<file path="config.mk">
export PLATFORM = sky130hd
export DESIGN_NAME = bsp_top
export DESIGN_NICKNAME = d
export VERILOG_FILES = /design/src/common/bsp_pkg.sv /design/src/rtl/bsp_top.sv
export SDC_FILE = /design/constraint.sdc
export NUM_CORES = 1
export LEC_CHECK = 0
export ABC_AREA = 1
export BUFFER_PORTS_ARGS = -buffer_cell sky130_fd_sc_hd__buf_2
export CAP_MARGIN = 25
export CORE_MARGIN = 5
export CORE_UTILIZATION = 43
export DETAILED_ROUTE_END_ITERATION = 10
export PLACE_DENSITY_LB_ADDON = 0.2
export SYNTH_ARGS = -nofsm -noshare
export SYNTH_HDL_FRONTEND = slang
export SYNTH_SLANG_ARGS = --single-unit
export TNS_END_PERCENT = 30
</file>
<file path="constraint.sdc">
create_clock -name clk_i -period 1.64 [get_ports clk_i]
set_input_delay 0 -clock clk_i [delete_from_list [all_inputs] [get_ports clk_i]]
set_output_delay 0 -clock clk_i [all_outputs]
set_load 0.005 [all_outputs]
</file>
<file path="src/common/bsp_pkg.sv">
`default_nettype none
package bsp_pkg;

   // ****************************************************************
   // Timing
   // ****************************************************************
   localparam int unsigned CLK_HZ          = 125_000_000;
   localparam int unsigned OSC_DEFAULT_KHZ = 200;
   localparam int unsigned OSC_DIV_CYC     = CLK_HZ / (OSC_DEFAULT_KHZ * 1000);
   localparam int unsigned SS_RAMP_OSC     = 1024;
   localparam int unsigned SS_DELAY_OSC    = 64;
   localparam int unsigned PG_DELAY_OSC    = 3;
   localparam int unsigned UV_RETRY_OSC    = 64;
   localparam int unsigned OCP_SLOW_CNT    = 4;
   localparam int unsigned SYNC_DELAY_CYC  = 16;
   localparam int unsigned US_TIMER_US     = 30;
   localparam int unsigned US_TIMER_CYC    = US_TIMER_US * (CLK_HZ / 1_000_000);
   localparam int unsigned UV_ENABLE_PCT   = 80;
   localparam int unsigned UV_ENABLE_STEP  = SS_RAMP_OSC * UV_ENABLE_PCT / 100;

   // ****************************************************************
   // Types
   // ****************************************************************
   typedef enum logic [2:0] {
      BSP_DISABLED = 3'h0,
      BSP_SS_DELAY = 3'h1,
      BSP_SS_RAMP  = 3'h2,
      BSP_PG_WAIT  = 3'h3,
      BSP_RUN      = 3'h4,
      BSP_UV_RETRY = 3'h5
   } bsp_phase_type;

   typedef struct packed {
      logic high_side_gate;
      logic low_side_gate;
      logic bleed_on;
   } bsp_gate_type;

   typedef struct packed {
      logic overvoltage_latch;
      logic undervoltage_latch;
      logic overcurrent_slow_trip;
      logic overcurrent_fast_trip;
   } bsp_fault_type;

endpackage
`default_nettype wire

</file>
<file path="src/rtl/bsp_top.sv">
`timescale 1ns/1ns
`default_nettype none
// How it works
// - Unprogrammed oscillator ticks at 200 kHz.
// - Enable pin grounded means disabled state.
// - Start needs both supplies good, enable released.
// - Fixed delay, then 1024 tick reference ramp.
// - Power good released three ticks after ramp.
// - Overvoltage watched whenever enabled, soft-start included.
// - Undervoltage armed at 80%, retries during start.
// - Switching aligns to sync falling edge.
// - Power good low in start and voltage faults.
// - Output above 125% latches overvoltage.
// - Overvoltage: high low, low-side high, then bleed.
// - Overvoltage latch cleared by supply or enable.
// - Undervoltage after start latches, gates low.
// - Disabled guard: low-side gate on at pre-overvoltage with supply good.
// - Four cycles mid current trips slow latch.
// - Above 30 mV trips fast latch immediately.
// - Overcurrent latches held until supply or enable.
// - Light load turns low-side off at zero current.
// - Ultrasonic timer restarts on high-side turn-off.
// - Timer expiry forces low-side gate on.
// - Light load interleaves with sync in range.
module bsp_top #(
   parameter int unsigned OSC_DIV    = bsp_pkg::OSC_DIV_CYC,
   parameter int unsigned US_TIMEOUT = bsp_pkg::US_TIMER_CYC
) (
   input  wire logic          clk_i,
   input  wire logic          rst_b_i,
   input  wire logic          supply_ok_i,
   input  wire logic          driver_supply_ok_i,
   input  wire logic          freq_set_enable_pin_low_i,
   input  wire logic          osc_tick_ext_i,
   input  wire logic          osc_ext_sel_i,
   input  wire logic          sync_enable_i,
   input  wire logic          sync_i,
   input  wire logic          sync_in_range_i,
   input  wire logic          pwm_request_i,
   input  wire logic          output_sense_ov_i,
   input  wire logic          output_sense_below_half_i,
   input  wire logic          output_sense_pre_ov_i,
   input  wire logic          output_sense_in_window_i,
   input  wire logic          feedback_input_uv_i,
   input  wire logic          current_sense_over20_i,
   input  wire logic          current_sense_over30_i,
   input  wire logic          switch_node_zero_current_i,
   input  wire logic          light_load_i,
   output logic               high_side_gate_o,
   output logic               low_side_gate_o,
   output logic               bleed_on_o,
   output logic               power_good_out_o,
   output logic               power_good_out_oe_o,
   output logic               osc_tick_o,
   output logic               ramp_reset_o,
   output logic [9:0]         reference_step_o,
   output bsp_pkg::bsp_phase_type phase_o,
   output bsp_pkg::bsp_fault_type fault_o
);
   import bsp_pkg::*;

   // ****************************************************************
   // State
   // ****************************************************************
   typedef struct packed {
      bsp_phase_type phase;
      bsp_fault_type fault;
      bsp_gate_type  gate;
      logic [15:0]   div;
      logic [10:0]   step;
      logic [15:0]   us_cnt;
      logic [2:0]    ocp_cnt;
      logic [7:0]    sync_dly;
      logic          sync_prev;
      logic          sync_armed;
      logic [9:0]    ref_step;
      logic          us_expired;
      logic          tick;
      logic          ramp_reset;
      logic          pg_low;
   } bsp_state_type;

   bsp_state_type st;
   bsp_state_type next_st;

   logic enabled_ok;
   logic tick_now;
   logic sync_fall;
   logic hs_req;
   logic any_off;

   assign enabled_ok = supply_ok_i & driver_supply_ok_i &
                       ~freq_set_enable_pin_low_i;
   assign sync_fall  = st.sync_prev & ~sync_i;
   assign any_off    = st.fault.undervoltage_latch |
                       st.fault.overcurrent_slow_trip |
                       st.fault.overcurrent_fast_trip;

   always_comb begin
      next_st            = st;
      next_st.sync_prev  = sync_i;
      next_st.ramp_reset = 1'b0;
      tick_now           = 1'b0;
      hs_req             = 1'b0;

      // ****************************************************************
      // Oscillator and sync
      // ****************************************************************
      // Ticks come from the divider unless a programmed oscillator is used.
      if (osc_ext_sel_i) begin
         tick_now = osc_tick_ext_i;
      end else if (st.div >= 16'(OSC_DIV - 1)) begin
         tick_now    = 1'b1;
         next_st.div = 16'h0000;
      end else begin
         next_st.div = st.div + 16'h0001;
      end
      // A sync edge restarts the ramp after a fixed delay, locking phase.
      // Edges inside the delay are ignored; re-arming on each of them would
      // starve the lock whenever the sync period is shorter than the delay.
      if (st.sync_armed) begin
         if (st.sync_dly >= 8'(SYNC_DELAY_CYC - 1)) begin
            next_st.sync_armed = 1'b0;
            next_st.ramp_reset = 1'b1;
            next_st.div        = 16'h0000;
            tick_now           = 1'b1;
         end else begin
            next_st.sync_dly = st.sync_dly + 8'h01;
         end
      end else if (sync_enable_i && sync_fall && sync_in_range_i) begin
         next_st.sync_armed = 1'b1;
         next_st.sync_dly   = 8'h00;
      end
      next_st.tick = tick_now;

      // ****************************************************************
      // Sequencer
      // ****************************************************************
      if (!enabled_ok) begin
         next_st.phase = BSP_DISABLED;
         next_st.fault = '0;
         next_st.step  = 11'h000;
      end else begin
         case (st.phase)
            BSP_DISABLED: begin
               next_st.phase = BSP_SS_DELAY;
               next_st.step  = 11'h000;
            end
            BSP_SS_DELAY, BSP_UV_RETRY: begin
               if (tick_now) begin
                  next_st.step = st.step + 11'h001;
               end
               if (tick_now && st.step >= 11'(SS_DELAY_OSC - 1)) begin
                  next_st.phase = BSP_SS_RAMP;
                  next_st.step  = 11'h000;
               end
            end
            BSP_SS_RAMP: begin
               if (tick_now) begin
                  next_st.step = st.step + 11'h001;
               end
               if (st.step >= 11'(UV_ENABLE_STEP) && feedback_input_uv_i) begin
                  next_st.phase = BSP_UV_RETRY;
                  next_st.step  = 11'h000;
               end else if (tick_now && st.step >= 11'(SS_RAMP_OSC - 1)) begin
                  next_st.phase = BSP_PG_WAIT;
                  next_st.step  = 11'h000;
               end
            end
            BSP_PG_WAIT: begin
               if (tick_now) begin
                  next_st.step = st.step + 11'h001;
               end
               if (feedback_input_uv_i) begin
                  next_st.fault.undervoltage_latch = 1'b1;
               end
               if (tick_now && st.step >= 11'(PG_DELAY_OSC - 1)) begin
                  next_st.phase = BSP_RUN;
               end
            end
            BSP_RUN: begin
               if (feedback_input_uv_i) begin
                  next_st.fault.undervoltage_latch = 1'b1;
               end
            end
            default: begin
               next_st.phase = BSP_DISABLED;
            end
         endcase
         if (output_sense_ov_i) begin
            next_st.fault.overvoltage_latch = 1'b1;
         end
         if (current_sense_over30_i) begin
            next_st.fault.overcurrent_fast_trip = 1'b1;
         end
         // Slow level counts switching cycles, so it samples on ticks only.
         if (tick_now) begin
            if (current_sense_over20_i && !current_sense_over30_i) begin
               next_st.ocp_cnt = st.ocp_cnt + 3'h1;
               if (st.ocp_cnt >= 3'(OCP_SLOW_CNT - 1)) begin
                  next_st.fault.overcurrent_slow_trip = 1'b1;
               end
            end else begin
               next_st.ocp_cnt = 3'h0;
            end
         end
      end
      if (!enabled_ok) begin
         next_st.ocp_cnt = 3'h0;
      end

      // ****************************************************************
      // Gates
      // ****************************************************************
      hs_req = pwm_request_i;
      next_st.gate = '0;
      if (!enabled_ok || st.phase == BSP_DISABLED) begin
         next_st.gate.low_side_gate = supply_ok_i &
                                      output_sense_pre_ov_i;
      end else if (st.fault.overvoltage_latch || output_sense_ov_i) begin
         if (output_sense_below_half_i) begin
            next_st.gate.bleed_on = 1'b1;
         end else begin
            next_st.gate.low_side_gate = 1'b1;
         end
      end else if (any_off) begin
         next_st.gate = '0;
      end else if (st.phase == BSP_SS_DELAY || st.phase == BSP_UV_RETRY) begin
         next_st.gate = '0;
      end else if (hs_req) begin
         next_st.gate.high_side_gate = 1'b1;
      end else if (st.us_expired) begin
         next_st.gate.low_side_gate = 1'b1;
      end else begin
         next_st.gate.low_side_gate = ~(light_load_i &
                                        switch_node_zero_current_i);
      end

      // ****************************************************************
      // Ultrasonic timer
      // ****************************************************************
      // Held clear while the high side is on, so it runs from turn-off.
      if (st.gate.high_side_gate) begin
         next_st.us_cnt     = 16'h0000;
         next_st.us_expired = 1'b0;
      end else if (st.us_cnt >= 16'(US_TIMEOUT - 1)) begin
         next_st.us_expired = 1'b1;
      end else begin
         next_st.us_cnt = st.us_cnt + 16'h0001;
      end

      // ****************************************************************
      // Power good and reference
      // ****************************************************************
      next_st.pg_low = (st.phase != BSP_RUN) ||
                       st.fault.overvoltage_latch ||
                       st.fault.undervoltage_latch ||
                       output_sense_ov_i;
      if (st.phase == BSP_RUN && !st.fault.overvoltage_latch &&
          !st.fault.undervoltage_latch && output_sense_in_window_i) begin
         next_st.pg_low = 1'b0;
      end
      // The reference step is registered so the output comes off a flop.
      next_st.ref_step = 10'h000;
      if (next_st.phase == BSP_SS_RAMP) begin
         next_st.ref_step = next_st.step[9:0];
      end else if (next_st.phase == BSP_PG_WAIT ||
                   next_st.phase == BSP_RUN) begin
         next_st.ref_step = 10'h3FF;
      end
   end

   // ****************************************************************
   // Registers
   // ****************************************************************
   always_ff @(posedge clk_i) begin
      if (!rst_b_i) begin
         st       <= '0;
         st.phase <= BSP_DISABLED;
         st.pg_low <= 1'b1;
      end else begin
         st <= next_st;
      end
   end

   assign high_side_gate_o    = st.gate.high_side_gate;
   assign low_side_gate_o     = st.gate.low_side_gate;
   assign bleed_on_o          = st.gate.bleed_on;
   assign power_good_out_o    = 1'b0;
   assign power_good_out_oe_o = st.pg_low;
   assign osc_tick_o          = st.tick;
   assign ramp_reset_o        = st.ramp_reset;
   assign reference_step_o    = st.ref_step;
   assign phase_o             = st.phase;
   assign fault_o             = st.fault;

endmodule
`default_nettype wire

</file>
# ---- Yosys cells after proc, flatten, opt, wreduce, memory -nomap -nowiden
# Cells that the tools add are included.
dict set report word_totals {
  reg_bits 80
  in_bits 20
  output_inout_bits 24
  word_cells 136
}
dict set report op_classes {
  addsub 5
  n_lt_le_gt_ge 8
  n_eq_ne 10
  muxes 47
  bitwise_logic 11
  reduce_logical 34
}
# operator n
set op_table {}
lappend op_table {{2-to-1 mux 16 bit} 4}
lappend op_table {{2-to-1 mux 11 bit} 4}
lappend op_table {{one-hot mux 11 bit (4 select lines)} 1}
lappend op_table {{adder 16 x 1 -> 16 bit (second input constant)} 2}
lappend op_table {{2-to-1 mux 10 bit} 3}
lappend op_table {{2-to-1 mux 8 bit} 3}
lappend op_table {{2-to-1 mux 1 bit} 23}
lappend op_table {{>= comparator 11 x 10 -> 1 bit (second input constant)} 2}
lappend op_table {{>= comparator 16 x 10 -> 1 bit (second input constant)} 1}
lappend op_table {{>= comparator 16 x 12 -> 1 bit (second input constant)} 1}
lappend op_table {{2-to-1 mux 3 bit} 5}
lappend op_table {{one-hot mux 3 bit (5 select lines)} 1}
lappend op_table {{equality test 3 x 2 -> 1 bit (second input constant)} 4}
lappend op_table {{adder 11 x 1 -> 11 bit (second input constant)} 1}
lappend op_table {{>= comparator 11 x 2 -> 1 bit (second input constant)} 1}
lappend op_table {{>= comparator 11 x 6 -> 1 bit (second input constant)} 1}
lappend op_table {{logical AND 1 bit} 10}
lappend op_table {{equality test 3 bit (second input constant)} 3}
lappend op_table {{adder 8 x 1 -> 8 bit (second input constant)} 1}
lappend op_table {{>= comparator 8 x 4 -> 1 bit (second input constant)} 1}
lappend op_table {{AND reduction 2 bit} 4}
lappend op_table {{OR reduction 2 bit} 4}
lappend op_table {{logical OR 1 bit} 7}
lappend op_table {{2-to-1 mux 7 bit} 1}
lappend op_table {{15 further kinds} 27}

# ---- Logic depth before layout (Yosys ltp)
# Gate-level depths: netlist of run 1.
dict set report logic_depth {
  ltp_word 14
  ltp_mapped 15
  ltp_nobuf 15
}

# ---- Worst setup path before layout of run 1
# No wires, ideal clock.
dict set report synth_timing {
  path_kind {register -> register}
  startpoint {register st[16] (netlist bit)}
  endpoint {register st (netlist bit reference_step_o[0])}
  setup_ps 62
  t_arrival_ps 1718
  required_time_ps 1578
  setup_slack_ps -139
  path_stages_with_launch 14
  path_buffers 1
  cell_sequence {dfxtp_1 -> ha_1 -> nand3_1 -> nand3_4 -> a21boi_2 -> nand2_2 -> buf_6 -> nand3_1 -> nand3_1 -> nand2_2 -> nor2_4 -> nor2_2 -> nand3_2 -> nand2_1}
}
dict set report synth_via {
  elab_chain_cells 12
  elab_cells_between_ends 24
  classes_between {order compare: 1; eq/ne: 3; mux: 16; reduce/logical: 4}
}
# element line_no
set synth_rtl {}
lappend synth_rtl {{start, declared} bsp_top.sv:83} ;# bsp_state_type st;
lappend synth_rtl {{start signal, assigned} bsp_top.sv:282} ;# st <= next_st;
lappend synth_rtl {{>= comparator 8 x 4 -> 1 bit *} bsp_top.sv:122} ;# if (st.sync_dly >= 8'(SYNC_DELAY_CYC - 1)) begin
lappend synth_rtl {{2-to-1 mux 1 bit *} bsp_top.sv:122}
lappend synth_rtl {{2-to-1 mux 1 bit *} bsp_top.sv:121} ;# if (st.sync_armed) begin
lappend synth_rtl {{logical AND 1 bit} bsp_top.sv:165} ;# end else if (tick_now && st.step >= 11'(SS_RAMP_OSC - 1)) begin
lappend synth_rtl {{2-to-1 mux 3 bit} bsp_top.sv:165}
lappend synth_rtl {{2-to-1 mux 3 bit} bsp_top.sv:162} ;# if (st.step >= 11'(UV_ENABLE_STEP) && feedback_input_uv_i) begin
lappend synth_rtl {{one-hot mux 3 bit (5 select lines)} bsp_top.sv:144} ;# case (st.phase)
lappend synth_rtl {{2-to-1 mux 7 bit} bsp_top.sv:139} ;# if (!enabled_ok) begin
lappend synth_rtl {{equality test 3 x 2 -> 1 bit / equality test 3 bit (equally long branches)} {bsp_top.sv:267, bsp_top.sv:268}}
lappend synth_rtl {{logical OR 1 bit} bsp_top.sv:267} ;# end else if (next_st.phase == BSP_PG_WAIT ||
lappend synth_rtl {{2-to-1 mux 10 bit} bsp_top.sv:267}
lappend synth_rtl {{2-to-1 mux 10 bit *} bsp_top.sv:265} ;# if (next_st.phase == BSP_SS_RAMP) begin
# Every way passes the cells marked *; elsewhere a longest branch is shown, timed or not.
# A chain may end at the register's enable or synchronous reset.

# ---- Worst setup path in the final report of run 1
dict set report layout_timing {
  startpoint {register st[16] (netlist bit)}
  endpoint {register st (netlist bit reference_step_o[8])}
}
# The elaborated chain is that of the path after synthesis.

==> results of run 1 <==
[flip-flops by register name (all words and copies together), names as in the netlist]
register,cells
bleed_on_o,1
osc_tick_o,1
ramp_reset_o,1
power_good_out_oe_o,1
fault_o,4
low_side_gate_o,1
st,57
reference_step_o,10
high_side_gate_o,1
phase_o,3
[Yosys cell counts (3+ instances only)]
cell,n,area [um2]
xnor2_1,4,35.03
nand3_2,4,40.04
a21oi_1,23,115.1
nand2_2,4,25.02
xor2_1,12,105.1
inv_1,60,225.2
nand3_1,25,125.1
o21ai_0,10,50.05
nand4_1,10,62.56
a31oi_1,4,25.02
inv_2,3,11.26
nand2_1,123,461.7
dfxtp_1,80,1602
a211oi_1,9,67.56
buf_4,18,135.1
nor2_2,3,18.77
nor3b_1,4,30.03
nor2_1,76,285.3
nor3_1,13,65.06
ha_1,10,125.1
clkbuf_1,5,18.77
[what timing repair did]
| action | in CTS | in global routing |
|---|---|---|
| buffers inserted | 7 | 7 |
| cloned | 1 | 1 |
| hold buffers | 13 | 0 |
| pin swaps | 13 | 24 |
| endpoints found under the hold margin | 8 | 0 |
| resized for setup | 25 | 44 |
| endpoints found under the setup margin | 22 | 49 |
[how the worst max path moves through the flow]
stage                        startpoint                             end  slack, ps  cells after the start
CTS                 st[16]$_SDFFE_PN0P_             st[53]$_SDFFE_PN0N_       -200                     12
detailed placement  st[16]$_SDFFE_PN0P_  reference_step_o[1]$_SDFF_PN0_       -260                     13
global placement    st[17]$_SDFFE_PN0P_  reference_step_o[4]$_SDFF_PN0_       -200                     13
global route          st[43]$_SDFF_PN0_  reference_step_o[4]$_SDFF_PN0_       -310                     11
floorplan           st[17]$_SDFFE_PN0P_  reference_step_o[0]$_SDFF_PN0_        -60                     13
finish              st[16]$_SDFFE_PN0P_  reference_step_o[8]$_SDFF_PN0_       -230                     13
[power groups by stage]
stage	registers, mW	clock network (mW)	logic [mW]
3_3_place_gp	2.01	0	0.169
4_1_cts	1.97	1.70	0.208
3_5_place_dp	2.02	0	0.170
6_report	1.97	1.66	0.229
5_1_grt	1.97	1.78	0.254
2_1_floorplan	2.01	0	0.103
[critical path, delay by kind of cell (launching register included)]
kind                       cells  cell delay [ps]
and+or+nand+nor                9              910
AOI/OAI and AO/OA              2              220
buffers and inverters          1              120
DFF                            1              370
adders and majority gates      1              150
[layer usage]
metal,part of all wire,track usage,up-vias
met5,0,0,-
met4,0.026,0.06938,0
met3,0.025,0.02980,18
met2,0.51,0.2905,50
met1,0.44,0.1996,1678
li1,-,-,1874
[cells by family (layout without fill, tap and decap cells)]
kind of cell | Yosys count | after routing | share of synthesized area
AOI/OAI and AO/OA | 54 | 54 | 0.08358
xor gates and xnor gates | 16 | 16 | 0.03656
adders and majority gates | 10 | 10 | 0.03265
buffers and inverters | 90 | 197 | 0.1104
DFF | 80 | 80 | 0.4179
other | 1 | 1 | 0.0009785
and+or+nand+nor | 273 | 275 | 0.3180
[stage by stage]
stage                     total power, mW  instance area [um2]
final                               3.857                 5126
after global routing                4.012                 5126
after CTS                           3.874                 4913
after detailed placement            2.186                 4399
after global placement              2.184                 4399
after floorplan                     2.116                 3860
[final cells by class]
| class | count | area share |
|---|---|---|
| Inverter | 63 | 0.04613 |
| Timing Repair Buffer | 118 | 0.1633 |
| Multi-Input combinational cell | 356 | 0.4062 |
| Tap cell | 108 | 0.02636 |
| Clock buffer | 10 | 0.02685 |
| Clock inverter | 6 | 0.01757 |
| Sequential cell | 80 | 0.3136 |
==> reports/metrics.json, run 1 <==
{
  "worstReg2RegEnd": {"value": "reference_step_o[8]$_SDFF_PN0_"},
  "finalWorstSetupSlack": {"value": -228.5, "unit": "ps"},
  "timing_hold_violations_final": {"value": 0},
  "drt_first_pass_iters": {"value": 4},
  "place.port_buffers": {"value": 42},
  "crit-reg2reg-launch": {"value": "st[16]$_SDFFE_PN0P_"},
  "hold_path_startpoint": {"value": "current_sense_over20_i"},
  "post_synthesis_to_final_layout_area_growth": {"value": 33.76, "unit": "%"},
  "min_period_over_period": {"value": 1.139},
  "final-setup-viol-count": {"value": 22},
  "number_of_antenna_violations_at_the_first_check_in_global_routing": {"value": 0},
  "cell_internal_pwr": {"value": 2.967, "unit": "mW"},
  "run_status": {"value": "complete, but fails checks"},
  "stdcell_count": {"value": 741},
  "layout.cells.most_common": {"value": "nand2_1"},
  "total_switching_power": {"value": 0.8906, "unit": "mW"},
  "pwr-share-comb": {"value": 0.059},
  "dp_hpwl": {"value": 6295, "unit": "um"},
  "worst_path_max_fanout": {"value": 6},
  "register_area": {"value": 1608, "unit": "um2"},
  "drt_iter0_drc": {"value": 96},
  "antenna-diode-count": {"value": 0},
  "drive_gt1_frac": {"value": 0.3144},
  "critical_path_required": {"value": 1890, "unit": "ps"},
  "die_y": {"value": 104.4, "unit": "um"},
  "worst_hold_slack": {"value": 11.85, "unit": "ps"},
  "cts_inserted_buffers": {"value": 9},
  "placement.setup.worst_slack": {"value": -256.8, "unit": "ps"},
  "core_area": {"value": 8721, "unit": "um2"},
  "ys_seq_area_frac": {"value": 0.4179},
  "multi_input_comb_area": {"value": 2082, "unit": "um2"},
  "critical_path_arrival": {"value": 2120, "unit": "ps"},
  "grt_overflow_total": {"value": 0},
  "synth.cell_area": {"value": 3832, "unit": "um2"},
  "synth_nets": {"value": 554},
  "regToRegSetupSlack": {"value": -230, "unit": "ps"},
  "initial_utilization": {"value": 0.4395},
  "hold_path_depth": {"value": 5},
  "skew": {"value": 14.13, "unit": "ps"},
  "worst_hold_path.endpoint": {"value": "st[25]$_SDFFE_PN0P_"},
  "synthDistinctLibCells": {"value": 39},
  "worst_hold_path_type": {"value": "input port to flop"},
  "grt_first_pass_wirelength": {"value": 15240, "unit": "um"},
  "cp_most_frequent_cell": {"value": "nand3_4"},
  "die_footprint": {"value": 10900, "unit": "um2"},
  "number_of_vias_in_the_routed_layout": {"value": 3620},
  "r2r_cells": {"value": 13},
  "unrepaired_setup_endpoints_after_global_routing": {"value": "yes"},
  "synth-seq-cells": {"value": 80},
  "cpPeakStageDelay": {"value": 370, "unit": "ps"},
  "cts.clk_slew.worst_paths": {"value": 90, "unit": "ps"},
  "async_reset_ff_frac": {"value": 0},
  "floorplan.io_pins": {"value": 44},
  "clock_insertion_delay_worst_skew": {"value": 350, "unit": "ps"},
  "cp_cell_sequence": {"value": "ha_4 -> nand3_4 -> nand3_4 -> a21boi_4 -> nand2_4 -> buf_6 -> nand2_4 -> a21oi_4 -> nand3_4 -> nor2_4 -> nor2_4 -> nand3_4 -> nand2_2"},
  "gp_congestion": {"value": 0.9020},
  "final.fill_count": {"value": 795},
  "max_cap_viol_count": {"value": 0},
  "layout.cells.most_common_list": {"value": "nand2_1 (106), dfxtp_1 (75), nor2_1 (68)"},
  "first_global_vias": {"value": 3451},
  "clock_tree.htree_level_count": {"value": 3},
  "drt-wirelength-per-cell": {"value": 12.42, "unit": "um"},
  "tritoncts_clock_tree": {"value": "built"},
  "clock_sink_count": {"value": 80},
  "drv_slew": {"value": 0},
  "crit_path_end_kind": {"value": "flop"},
  "power_density": {"value": 752.5, "unit": "nW/um2"},
  "vias_per_cell": {"value": 4.885},
  "fin_crit": {"value": 1869, "unit": "ps"},
  "timing.fmax": {"value": 0.5352, "unit": "GHz"},
  "grt_start_max_net_pins": {"value": 23},
  "timing.critical_path.slowest_stage_cell": {"value": "dfxtp_2"},
  "grt_usage": {"value": 0.1665},
  "worstSetupStartpointType": {"value": "flop"},
  "drc_errors": {"value": 0},
  "final_net_count": {"value": 658},
  "cts_max_path_buffers": {"value": 2},
  "antenna_left": {"value": 0},
  "synthesis.yosys.warnings": {"value": 0},
  "routed_wl": {"value": 9205, "unit": "um"},
  "numPlacedInstances": {"value": 696},
  "power.switching_fraction": {"value": 0.2309},
  "placement_rows": {"value": 34},
  "irDropWorstVdd": {"value": 0.5383, "unit": "mV"},
  "utilization": {"value": 0.5878},
  "seq_power_share": {"value": 0.511},
  "most_used_flip_flop_cell_after_synthesis": {"value": "dfxtp_1"},
  "die_w": {"value": 104.4, "unit": "um"},
  "clock-root-buffer": {"value": "clkbuf_8"},
  "synth_edf_count": {"value": 0},
  "crit_type": {"value": "flop to flop"},
  "leakage": {"value": 2.283, "unit": "nW"},
  "synth_area_per_cell": {"value": 7.314, "unit": "um2"},
  "finalSetupTns": {"value": -2973, "unit": "ps"},
  "violations": {"value": "negative setup slack"},
  "power_frac_clock": {"value": 0.430},
  "syn-instance-count": {"value": 524}
}
No activity file was read; power rests on OpenSTA's default activity.
==> inputs of run 2 (changes only) <==
--- a/config.mk
+++ b/config.mk
@@ -11,7 +11,7 @@
 export CORE_MARGIN = 5
 export CORE_UTILIZATION = 43
 export DETAILED_ROUTE_END_ITERATION = 10
-export PLACE_DENSITY_LB_ADDON = 0.2
+export PLACE_DENSITY_LB_ADDON = 0.08
 export SYNTH_ARGS = -nofsm -noshare
 export SYNTH_HDL_FRONTEND = slang
 export SYNTH_SLANG_ARGS = --single-unit
==> run 2 against run 1 <==
  * The flow still finishes with violations (negative setup slack)
  * Hold slack improved by 8.5 ps
  * Clock skew fell by 1.5 ps
  * Utilization fell by 1.4 points
  * Flip-flop and latch count did not move
  * Final cell count fell by 0.40%
==> reports/metrics.json, run 2 (same netlist as run 1, synthesis figures left out) <==
{
  "grt_first_pass_wirelength": {"value": 14670, "unit": "um", "change": "-3.7%"},
  "cp_most_frequent_cell": {"value": "nand3_4"},
  "floorplan.io_pins": {"value": 44, "change": "unchanged"},
  "cts_max_path_buffers": {"value": 2, "change": "unchanged"},
  "final_net_count": {"value": 655, "change": "-0.46%"},
  "crit_family": {"value": "simple AND/OR/NAND/NOR gates"},
  "drt-wirelength-per-cell": {"value": 11.99, "unit": "um", "change": "-3.5%"},
  "worstSetupStartpointType": {"value": "flop"},
  "initial_utilization": {"value": 0.4395, "change": "unchanged"},
  "vias_per_cell": {"value": 4.752, "change": "-2.7%"},
  "drive_gt1_frac": {"value": 0.2905, "change": "-0.02390"},
  "routed_wl": {"value": 8845, "unit": "um", "change": "-3.9%"},
  "max_cap_viol_count": {"value": 0, "change": "unchanged"},
  "grt_usage": {"value": 0.1596, "change": "-0.006867"},
  "worst_path_max_fanout": {"value": 6, "change": "unchanged"},
  "utilization": {"value": 0.5735, "change": "-0.01435"},
  "grt_start_max_net_pins": {"value": 23, "change": "unchanged"},
  "violations": {"value": "negative setup slack"},
  "fin_crit": {"value": 1853, "unit": "ps", "change": "-15.10 ps"},
  "design_power_total": {"value": 3.830, "unit": "mW", "change": "-0.72%"},
  "die_y": {"value": 104.4, "unit": "um", "change": "unchanged"},
  "dp_hpwl": {"value": 6376, "unit": "um", "change": "+1.3%"},
  "leakage": {"value": 2.249, "unit": "nW", "change": "-1.5%"},
  "number_of_antenna_violations_at_the_first_check_in_global_routing": {"value": 0, "change": "unchanged"},
  "drt_first_pass_iters": {"value": 4, "change": "unchanged"},
  "clock_sink_count": {"value": 80, "change": "unchanged"},
  "run_status": {"value": "complete, but fails checks"},
  "drt_iter0_drc": {"value": 130, "change": "+35%"},
  "cpPeakStageDelay": {"value": 340, "unit": "ps", "change": "-30 ps"},
  "timing.fmax": {"value": 0.5395, "unit": "GHz", "change": "+0.81%"},
  "clock_tree.htree_level_count": {"value": 3, "change": "unchanged"},
  "min_period_over_period": {"value": 1.130, "change": "-0.009206"},
  "timing.critical_path.slowest_stage_cell": {"value": "dfxtp_2"},
  "tritoncts_clock_tree": {"value": "built"},
  "irDropWorstVdd": {"value": 0.5332, "unit": "mV", "change": "-0.94%"},
  "drv_slew": {"value": 0, "change": "unchanged"},
  "path_buf_inv": {"value": 0, "change": "-1"},
  "clock-root-buffer": {"value": "clkbuf_8"},
  "finalSetupTns": {"value": -2199, "unit": "ps", "change": "+774.7 ps"},
  "timing_hold_violations_final": {"value": 0, "change": "unchanged"},
  "drc_errors": {"value": 0, "change": "unchanged"},
  "critical_path_required": {"value": 1880, "unit": "ps", "change": "about the same"},
  "power_density": {"value": 765.8, "unit": "nW/um2", "change": "+1.8%"},
  "crit_type": {"value": "flop to flop"},
  "clock_insertion_delay_worst_skew": {"value": 350, "unit": "ps", "change": "about the same"},
  "die_footprint": {"value": 10900, "unit": "um2", "change": "unchanged"},
  "post_synthesis_to_final_layout_area_growth": {"value": 30.49, "unit": "%"},
  "antenna_left": {"value": 0, "change": "unchanged"},
  "grt_overflow_total": {"value": 0, "change": "unchanged"},
  "cp_cell_sequence": {"value": "ha_4 -> nand3_4 -> nand3_4 -> a21boi_4 -> nand2_4 -> nand2_4 -> nand2_2 -> nand3_2 -> nand2_2 -> nor2_4 -> nor2_4 -> nand3_4 -> nand2_1"},
  "placement_rows": {"value": 34, "change": "unchanged"},
  "cts_inserted_buffers": {"value": 9, "change": "unchanged"},
  "final-setup-viol-count": {"value": 13, "change": "-41%"},
  "skew": {"value": 12.59, "unit": "ps", "change": "-1.550 ps"},
  "crit_path_end_kind": {"value": "flop"},
  "antenna-diode-count": {"value": 0, "change": "unchanged"},
  "worst_hold_path_type": {"value": "input port to flop"},
  "layout.cells.most_common": {"value": "nand2_1"},
  "placement.setup.worst_slack": {"value": -205.6, "unit": "ps", "change": "+51.15 ps"},
  "first_global_vias": {"value": 3237, "change": "-6.2%"},
  "layout.cells.most_common_list": {"value": "nand2_1 (110), dfxtp_1 (74), nor2_1 (69)"},
  "number_of_vias_in_the_routed_layout": {"value": 3507, "change": "-3.1%"},
  "unrepaired_setup_endpoints_after_global_routing": {"value": "yes"},
  "finalWorstSetupSlack": {"value": -213.4, "unit": "ps", "change": "+15.10 ps"},
  "core_area": {"value": 8721, "unit": "um2", "change": "unchanged"},
  "place.port_buffers": {"value": 42, "change": "unchanged"},
  "cts.clk_slew.worst_paths": {"value": 80, "unit": "ps", "change": "about the same"},
  "die_w": {"value": 104.4, "unit": "um", "change": "unchanged"},
  "critical_path_arrival": {"value": 2090, "unit": "ps", "change": "-30 ps"},
  "largest_reg_flops": {"value": 57, "change": "unchanged"},
  "worst_hold_slack": {"value": 20.39, "unit": "ps", "change": "+8.537 ps"},
  "regMostFlops": {"value": "st"},
  "gp_congestion": {"value": 0.8657, "change": "-4.0%"}
}
==> run 2: cell count changes in the layout (fill, tap and decap cells not counted), moves of 2 or more <==
cell,before,now
a21oi_1,21,19
a21oi_2,1,5
a21oi_4,2,0
buf_4,59,56
dlygate4sd3_1,13,15
nand2_1,106,110
nand2_2,17,15
nand2_4,6,4
nand3_1,16,21
nand3_2,9,6
nand3_4,6,4
==> run 2: tightest hold or removal path, cell delays in order <==
cell	delay, ps
buf_2	100
nand3_1	90
o22ai_1	70
inv_1	50
nor2_1	30
==> run 2: final cells by class <==
type,count,area [um2]
Timing Repair Buffer,115,803.3
Tap cell,108,135.1
Fill cell,846,3720
Multi-Input combinational cell,356,1987
Inverter,63,236.5
Clock inverter,6,92.59
Sequential cell,80,1609
Clock buffer,10,137.6
==> run 2: per-stage QoR <==
step           cells  instance area [um2]
2_1_floorplan    524                 3860
3_3_place_gp     701                 4424
3_5_place_dp     701                 4424
4_1_cts          732                 4828
5_1_grt          738                 5001
6_report         738                 5001
==> run 2: path summary, 6_finish.rpt <==
check / start / endpoint / slack [ps] / depth (start not counted)
worst max-delay path: st[17]$_SDFFE_PN0P_ / reference_step_o[3]$_SDFF_PN0_ / -210 / 13
worst min-delay path: current_sense_over20_i / st[26]$_SDFFE_PN0P_ / 20 / 5
worst max register to register: st[17]$_SDFFE_PN0P_ / reference_step_o[3]$_SDFF_PN0_ / -210 / 13
worst min register to register: st[39]$_SDFFE_PP0N_ / st[39]$_SDFFE_PP0N_ / 440 / 2
==> run 2: what timing repair did <==
item                       CTS  global route
gates resized for setup      6            43
pin swaps                    0            10
hold endpoints to repair     9             0
buffers inserted             0             3
setup endpoints to repair   21            44
gates cloned                 0             3
hold buffers                15             0
==> run 2: power by group <==
group,leakage [nW],total [mW],internal (mW),switching [mW]
logic,1.49,0.212,0.0951,0.117
clock network,0.109,1.65,0.904,0.743
registers,0.649,1.97,1.96,0.0123
total,2.25,3.83,2.96,0.872
==> run 2: per-layer routing <==
metal	vias to the layer above	GRT usage	part of all wire
met5	-	0	0
met4	0	0.05273	0.014
met3	15	0.03414	0.022
met2	27	0.2552	0.48
met1	1604	0.2134	0.48
li1	1861	-	-
==> inputs of run 3 (changes only) <==
--- a/config.mk
+++ b/config.mk
@@ -12,6 +12,7 @@
 export CORE_UTILIZATION = 43
 export DETAILED_ROUTE_END_ITERATION = 10
 export PLACE_DENSITY_LB_ADDON = 0.08
+export RECOVER_POWER = 50
 export SYNTH_ARGS = -nofsm -noshare
 export SYNTH_HDL_FRONTEND = slang
 export SYNTH_SLANG_ARGS = --single-unit
==> run 3 against run 2 <==
  * The flow still finishes with violations (negative setup slack)
  * Clock power about the same
  * First-iteration DRC count down 13%
  * Critical path depth unchanged
  * Flip-flop and latch count unchanged
  * Setup slack about the same
==> reports/metrics.json, run 3 (same netlist as run 1, synthesis figures left out) <==
{
  "run_status": {"value": "complete, but fails checks"},
  "violations": {"value": "negative setup slack"},
  "grt_overflow_total": {"value": 0, "change": "unchanged"},
  "irDropWorstVdd": {"value": 0.5335, "unit": "mV", "change": "about the same"},
  "number_of_vias_in_the_routed_layout": {"value": 3523, "change": "+0.46%"},
  "core_area": {"value": 8721, "unit": "um2", "change": "unchanged"},
  "tritoncts_clock_tree": {"value": "built"},
  "design_power_total": {"value": 3.827, "unit": "mW", "change": "about the same"},
  "cp_most_frequent_cell": {"value": "nand3_4"},
  "critical_path_required": {"value": 1880, "unit": "ps", "change": "about the same"},
  "cpPeakStageDelay": {"value": 340, "unit": "ps", "change": "about the same"},
  "drt_first_pass_iters": {"value": 4, "change": "unchanged"},
  "floorplan.io_pins": {"value": 44, "change": "unchanged"},
  "power_density": {"value": 769.2, "unit": "nW/um2", "change": "+0.44%"},
  "power.switching_fraction": {"value": 0.2278, "change": "about the same"},
  "gp_congestion": {"value": 0.8657, "change": "unchanged"},
  "die_w": {"value": 104.4, "unit": "um", "change": "unchanged"},
  "numPlacedInstances": {"value": 701, "change": "unchanged"},
  "critical_path_arrival": {"value": 2090, "unit": "ps", "change": "about the same"},
  "regToRegSetupSlack": {"value": -210, "unit": "ps", "change": "about the same"},
  "drt_iter0_drc": {"value": 113, "change": "-13%"},
  "placement_rows": {"value": 34, "change": "unchanged"},
  "timing.critical_path.slowest_stage_cell": {"value": "dfxtp_2"},
  "final.fill_count": {"value": 850, "change": "+0.47%"},
  "clock_insertion_delay_worst_skew": {"value": 350, "unit": "ps", "change": "about the same"},
  "regMostFlops": {"value": "st"},
  "grt_first_pass_wirelength": {"value": 14670, "unit": "um", "change": "unchanged"},
  "final_net_count": {"value": 655, "change": "unchanged"},
  "die_y": {"value": 104.4, "unit": "um", "change": "unchanged"},
  "finalWorstSetupSlack": {"value": -213.4, "unit": "ps", "change": "+0.01900 ps"},
  "drv_slew": {"value": 0, "change": "unchanged"},
  "path_buf_inv": {"value": 0, "change": "unchanged"},
  "timing_hold_violations_final": {"value": 0, "change": "unchanged"},
  "worst_hold_slack": {"value": 21.01, "unit": "ps", "change": "+0.6204 ps"},
  "crit_type": {"value": "flop to flop"},
  "cts_max_path_buffers": {"value": 2, "change": "unchanged"},
  "seq_power_share": {"value": 0.515, "change": "about the same"},
  "layout.cells.most_common_list": {"value": "nand2_1 (110), dfxtp_1 (74), nor2_1 (69)"},
  "timing.fmax": {"value": 0.5396, "unit": "GHz", "change": "about the same"},
  "dp_hpwl": {"value": 6376, "unit": "um", "change": "unchanged"},
  "vias_per_cell": {"value": 4.774, "change": "+0.46%"},
  "worst_path_max_fanout": {"value": 6, "change": "unchanged"},
  "worst_hold_path_type": {"value": "input port to flop"},
  "place.port_buffers": {"value": 42, "change": "unchanged"},
  "cts.clk_slew.worst_paths": {"value": 80, "unit": "ps", "change": "about the same"},
  "initial_utilization": {"value": 0.4395, "change": "unchanged"},
  "cell_internal_pwr": {"value": 2.956, "unit": "mW", "change": "about the same"},
  "max_cap_viol_count": {"value": 0, "change": "unchanged"},
  "number_of_antenna_violations_at_the_first_check_in_global_routing": {"value": 0, "change": "unchanged"},
  "placement.setup.worst_slack": {"value": -205.6, "unit": "ps", "change": "unchanged"},
  "drt-wirelength-per-cell": {"value": 12.00, "unit": "um", "change": "about the same"},
  "total_switching_power": {"value": 0.8718, "unit": "mW", "change": "about the same"},
  "crit_path_end_kind": {"value": "flop"},
  "stdcell_count": {"value": 738, "change": "unchanged"},
  "multi_input_comb_area": {"value": 1987, "unit": "um2", "change": "unchanged"},
  "largest_reg_flops": {"value": 57, "change": "unchanged"},
  "unrepaired_setup_endpoints_after_global_routing": {"value": "yes"},
  "worstSetupStartpointType": {"value": "flop"},
  "layout.cells.most_common": {"value": "nand2_1"},
  "grt_start_max_net_pins": {"value": 23, "change": "unchanged"},
  "power_frac_clock": {"value": 0.430, "change": "about the same"},
  "final-setup-viol-count": {"value": 13, "change": "unchanged"},
  "post_synthesis_to_final_layout_area_growth": {"value": 29.84, "unit": "%"},
  "crit_family": {"value": "simple AND/OR/NAND/NOR gates"},
  "clock_tree.htree_level_count": {"value": 3, "change": "unchanged"},
  "antenna_left": {"value": 0, "change": "unchanged"},
  "register_area": {"value": 1609, "unit": "um2", "change": "unchanged"},
  "routed_wl": {"value": 8853, "unit": "um", "change": "about the same"},
  "skew": {"value": 12.66, "unit": "ps", "change": "+0.07630 ps"},
  "drive_gt1_frac": {"value": 0.2714, "change": "-0.01905"},
  "drc_errors": {"value": 0, "change": "unchanged"},
  "clock_sink_count": {"value": 80, "change": "unchanged"},
  "fin_crit": {"value": 1853, "unit": "ps", "change": "-0.01900 ps"},
  "first_global_vias": {"value": 3237, "change": "unchanged"},
  "min_period_over_period": {"value": 1.130, "change": "about the same"},
  "cp_cell_sequence": {"value": "ha_4 -> nand3_4 -> nand3_4 -> a21boi_4 -> nand2_4 -> nand2_4 -> nand2_2 -> nand3_2 -> nand2_2 -> nor2_4 -> nor2_4 -> nand3_4 -> nand2_1"},
  "grt_usage": {"value": 0.1596, "change": "unchanged"},
  "leakage": {"value": 2.201, "unit": "nW", "change": "-2.1%"},
  "cts_inserted_buffers": {"value": 9, "change": "unchanged"},
  "pwr-share-comb": {"value": 0.055, "change": "about the same"},
  "clock-root-buffer": {"value": "clkbuf_8"},
  "antenna-diode-count": {"value": 0, "change": "unchanged"},
  "die_footprint": {"value": 10900, "unit": "um2", "change": "unchanged"}
}
run 3: cell types whose count changed in the layout (fill, tap and decap cells not counted), sizes merged:
cell    change
buf        -13
clkbuf     +13
run 3: worst min-delay path, stage by stage:
cell and delay, ps:
buf_2 100, nand3_1 90, o22ai_1 70, inv_1 50, nor2_1 30
run 3: layout make-up:
cell class,instances,share of cell area
clock buffers,10,0.02766
inverters,63,0.04752
clock inverters,6,0.01861
well taps,108,0.02716
repair buffers,115,0.1564
multi-input cells,356,0.3993
flip-flops and latches,80,0.3234
run 3: layer usage:
layer / part of all wire / GRT usage
met1: 0.48 / 0.2134
met2: 0.48 / 0.2552
met3: 0.028 / 0.03414
met4: 0.014 / 0.05273
met5: 0 / 0
run 3: metrics by stage:
step | instance area, um2 | utilization | TNS, ps
2_1_floorplan | 3860 | - | -630.3
3_3_place_gp | 4424 | 0.5073 | -2122
3_5_place_dp | 4424 | 0.5073 | -2596
4_1_cts | 4828 | 0.5537 | -1676
5_1_grt | 4976 | 0.5706 | -4781
6_report | 4976 | 0.5706 | -2193
run 3: power groups by stage:
stage                     Clock [mW]  Combinational [mW]  Sequential (mW)
after floorplan                    0               0.103             2.01
after global placement             0               0.171             2.01
after detailed placement           0               0.173             2.02
after CTS                       1.71               0.201             1.97
after global routing            1.80               0.236             1.97
final                           1.65               0.210             1.97
run 3: what timing repair did:
action | CTS | global route
gates resized for setup | 6 | 43
pin swaps | 0 | 10
buffers inserted | 0 | 3
hold buffers | 15 | 0
gates cloned | 0 | 3
endpoints found under the hold margin | 9 | 0
setup endpoints to repair | 21 | 44
run 3: final timing paths:
path,from,endpoint,depth (start not counted)
worst min register to register,st[42]$_SDFFE_PP0N_,st[42]$_SDFFE_PP0N_,2
worst min-delay path,current_sense_over20_i,st[26]$_SDFFE_PN0P_,5
worst max-delay path,st[17]$_SDFFE_PN0P_,reference_step_o[3]$_SDFF_PN0_,13
worst max register to register,st[17]$_SDFFE_PN0P_,reference_step_o[3]$_SDFF_PN0_,13
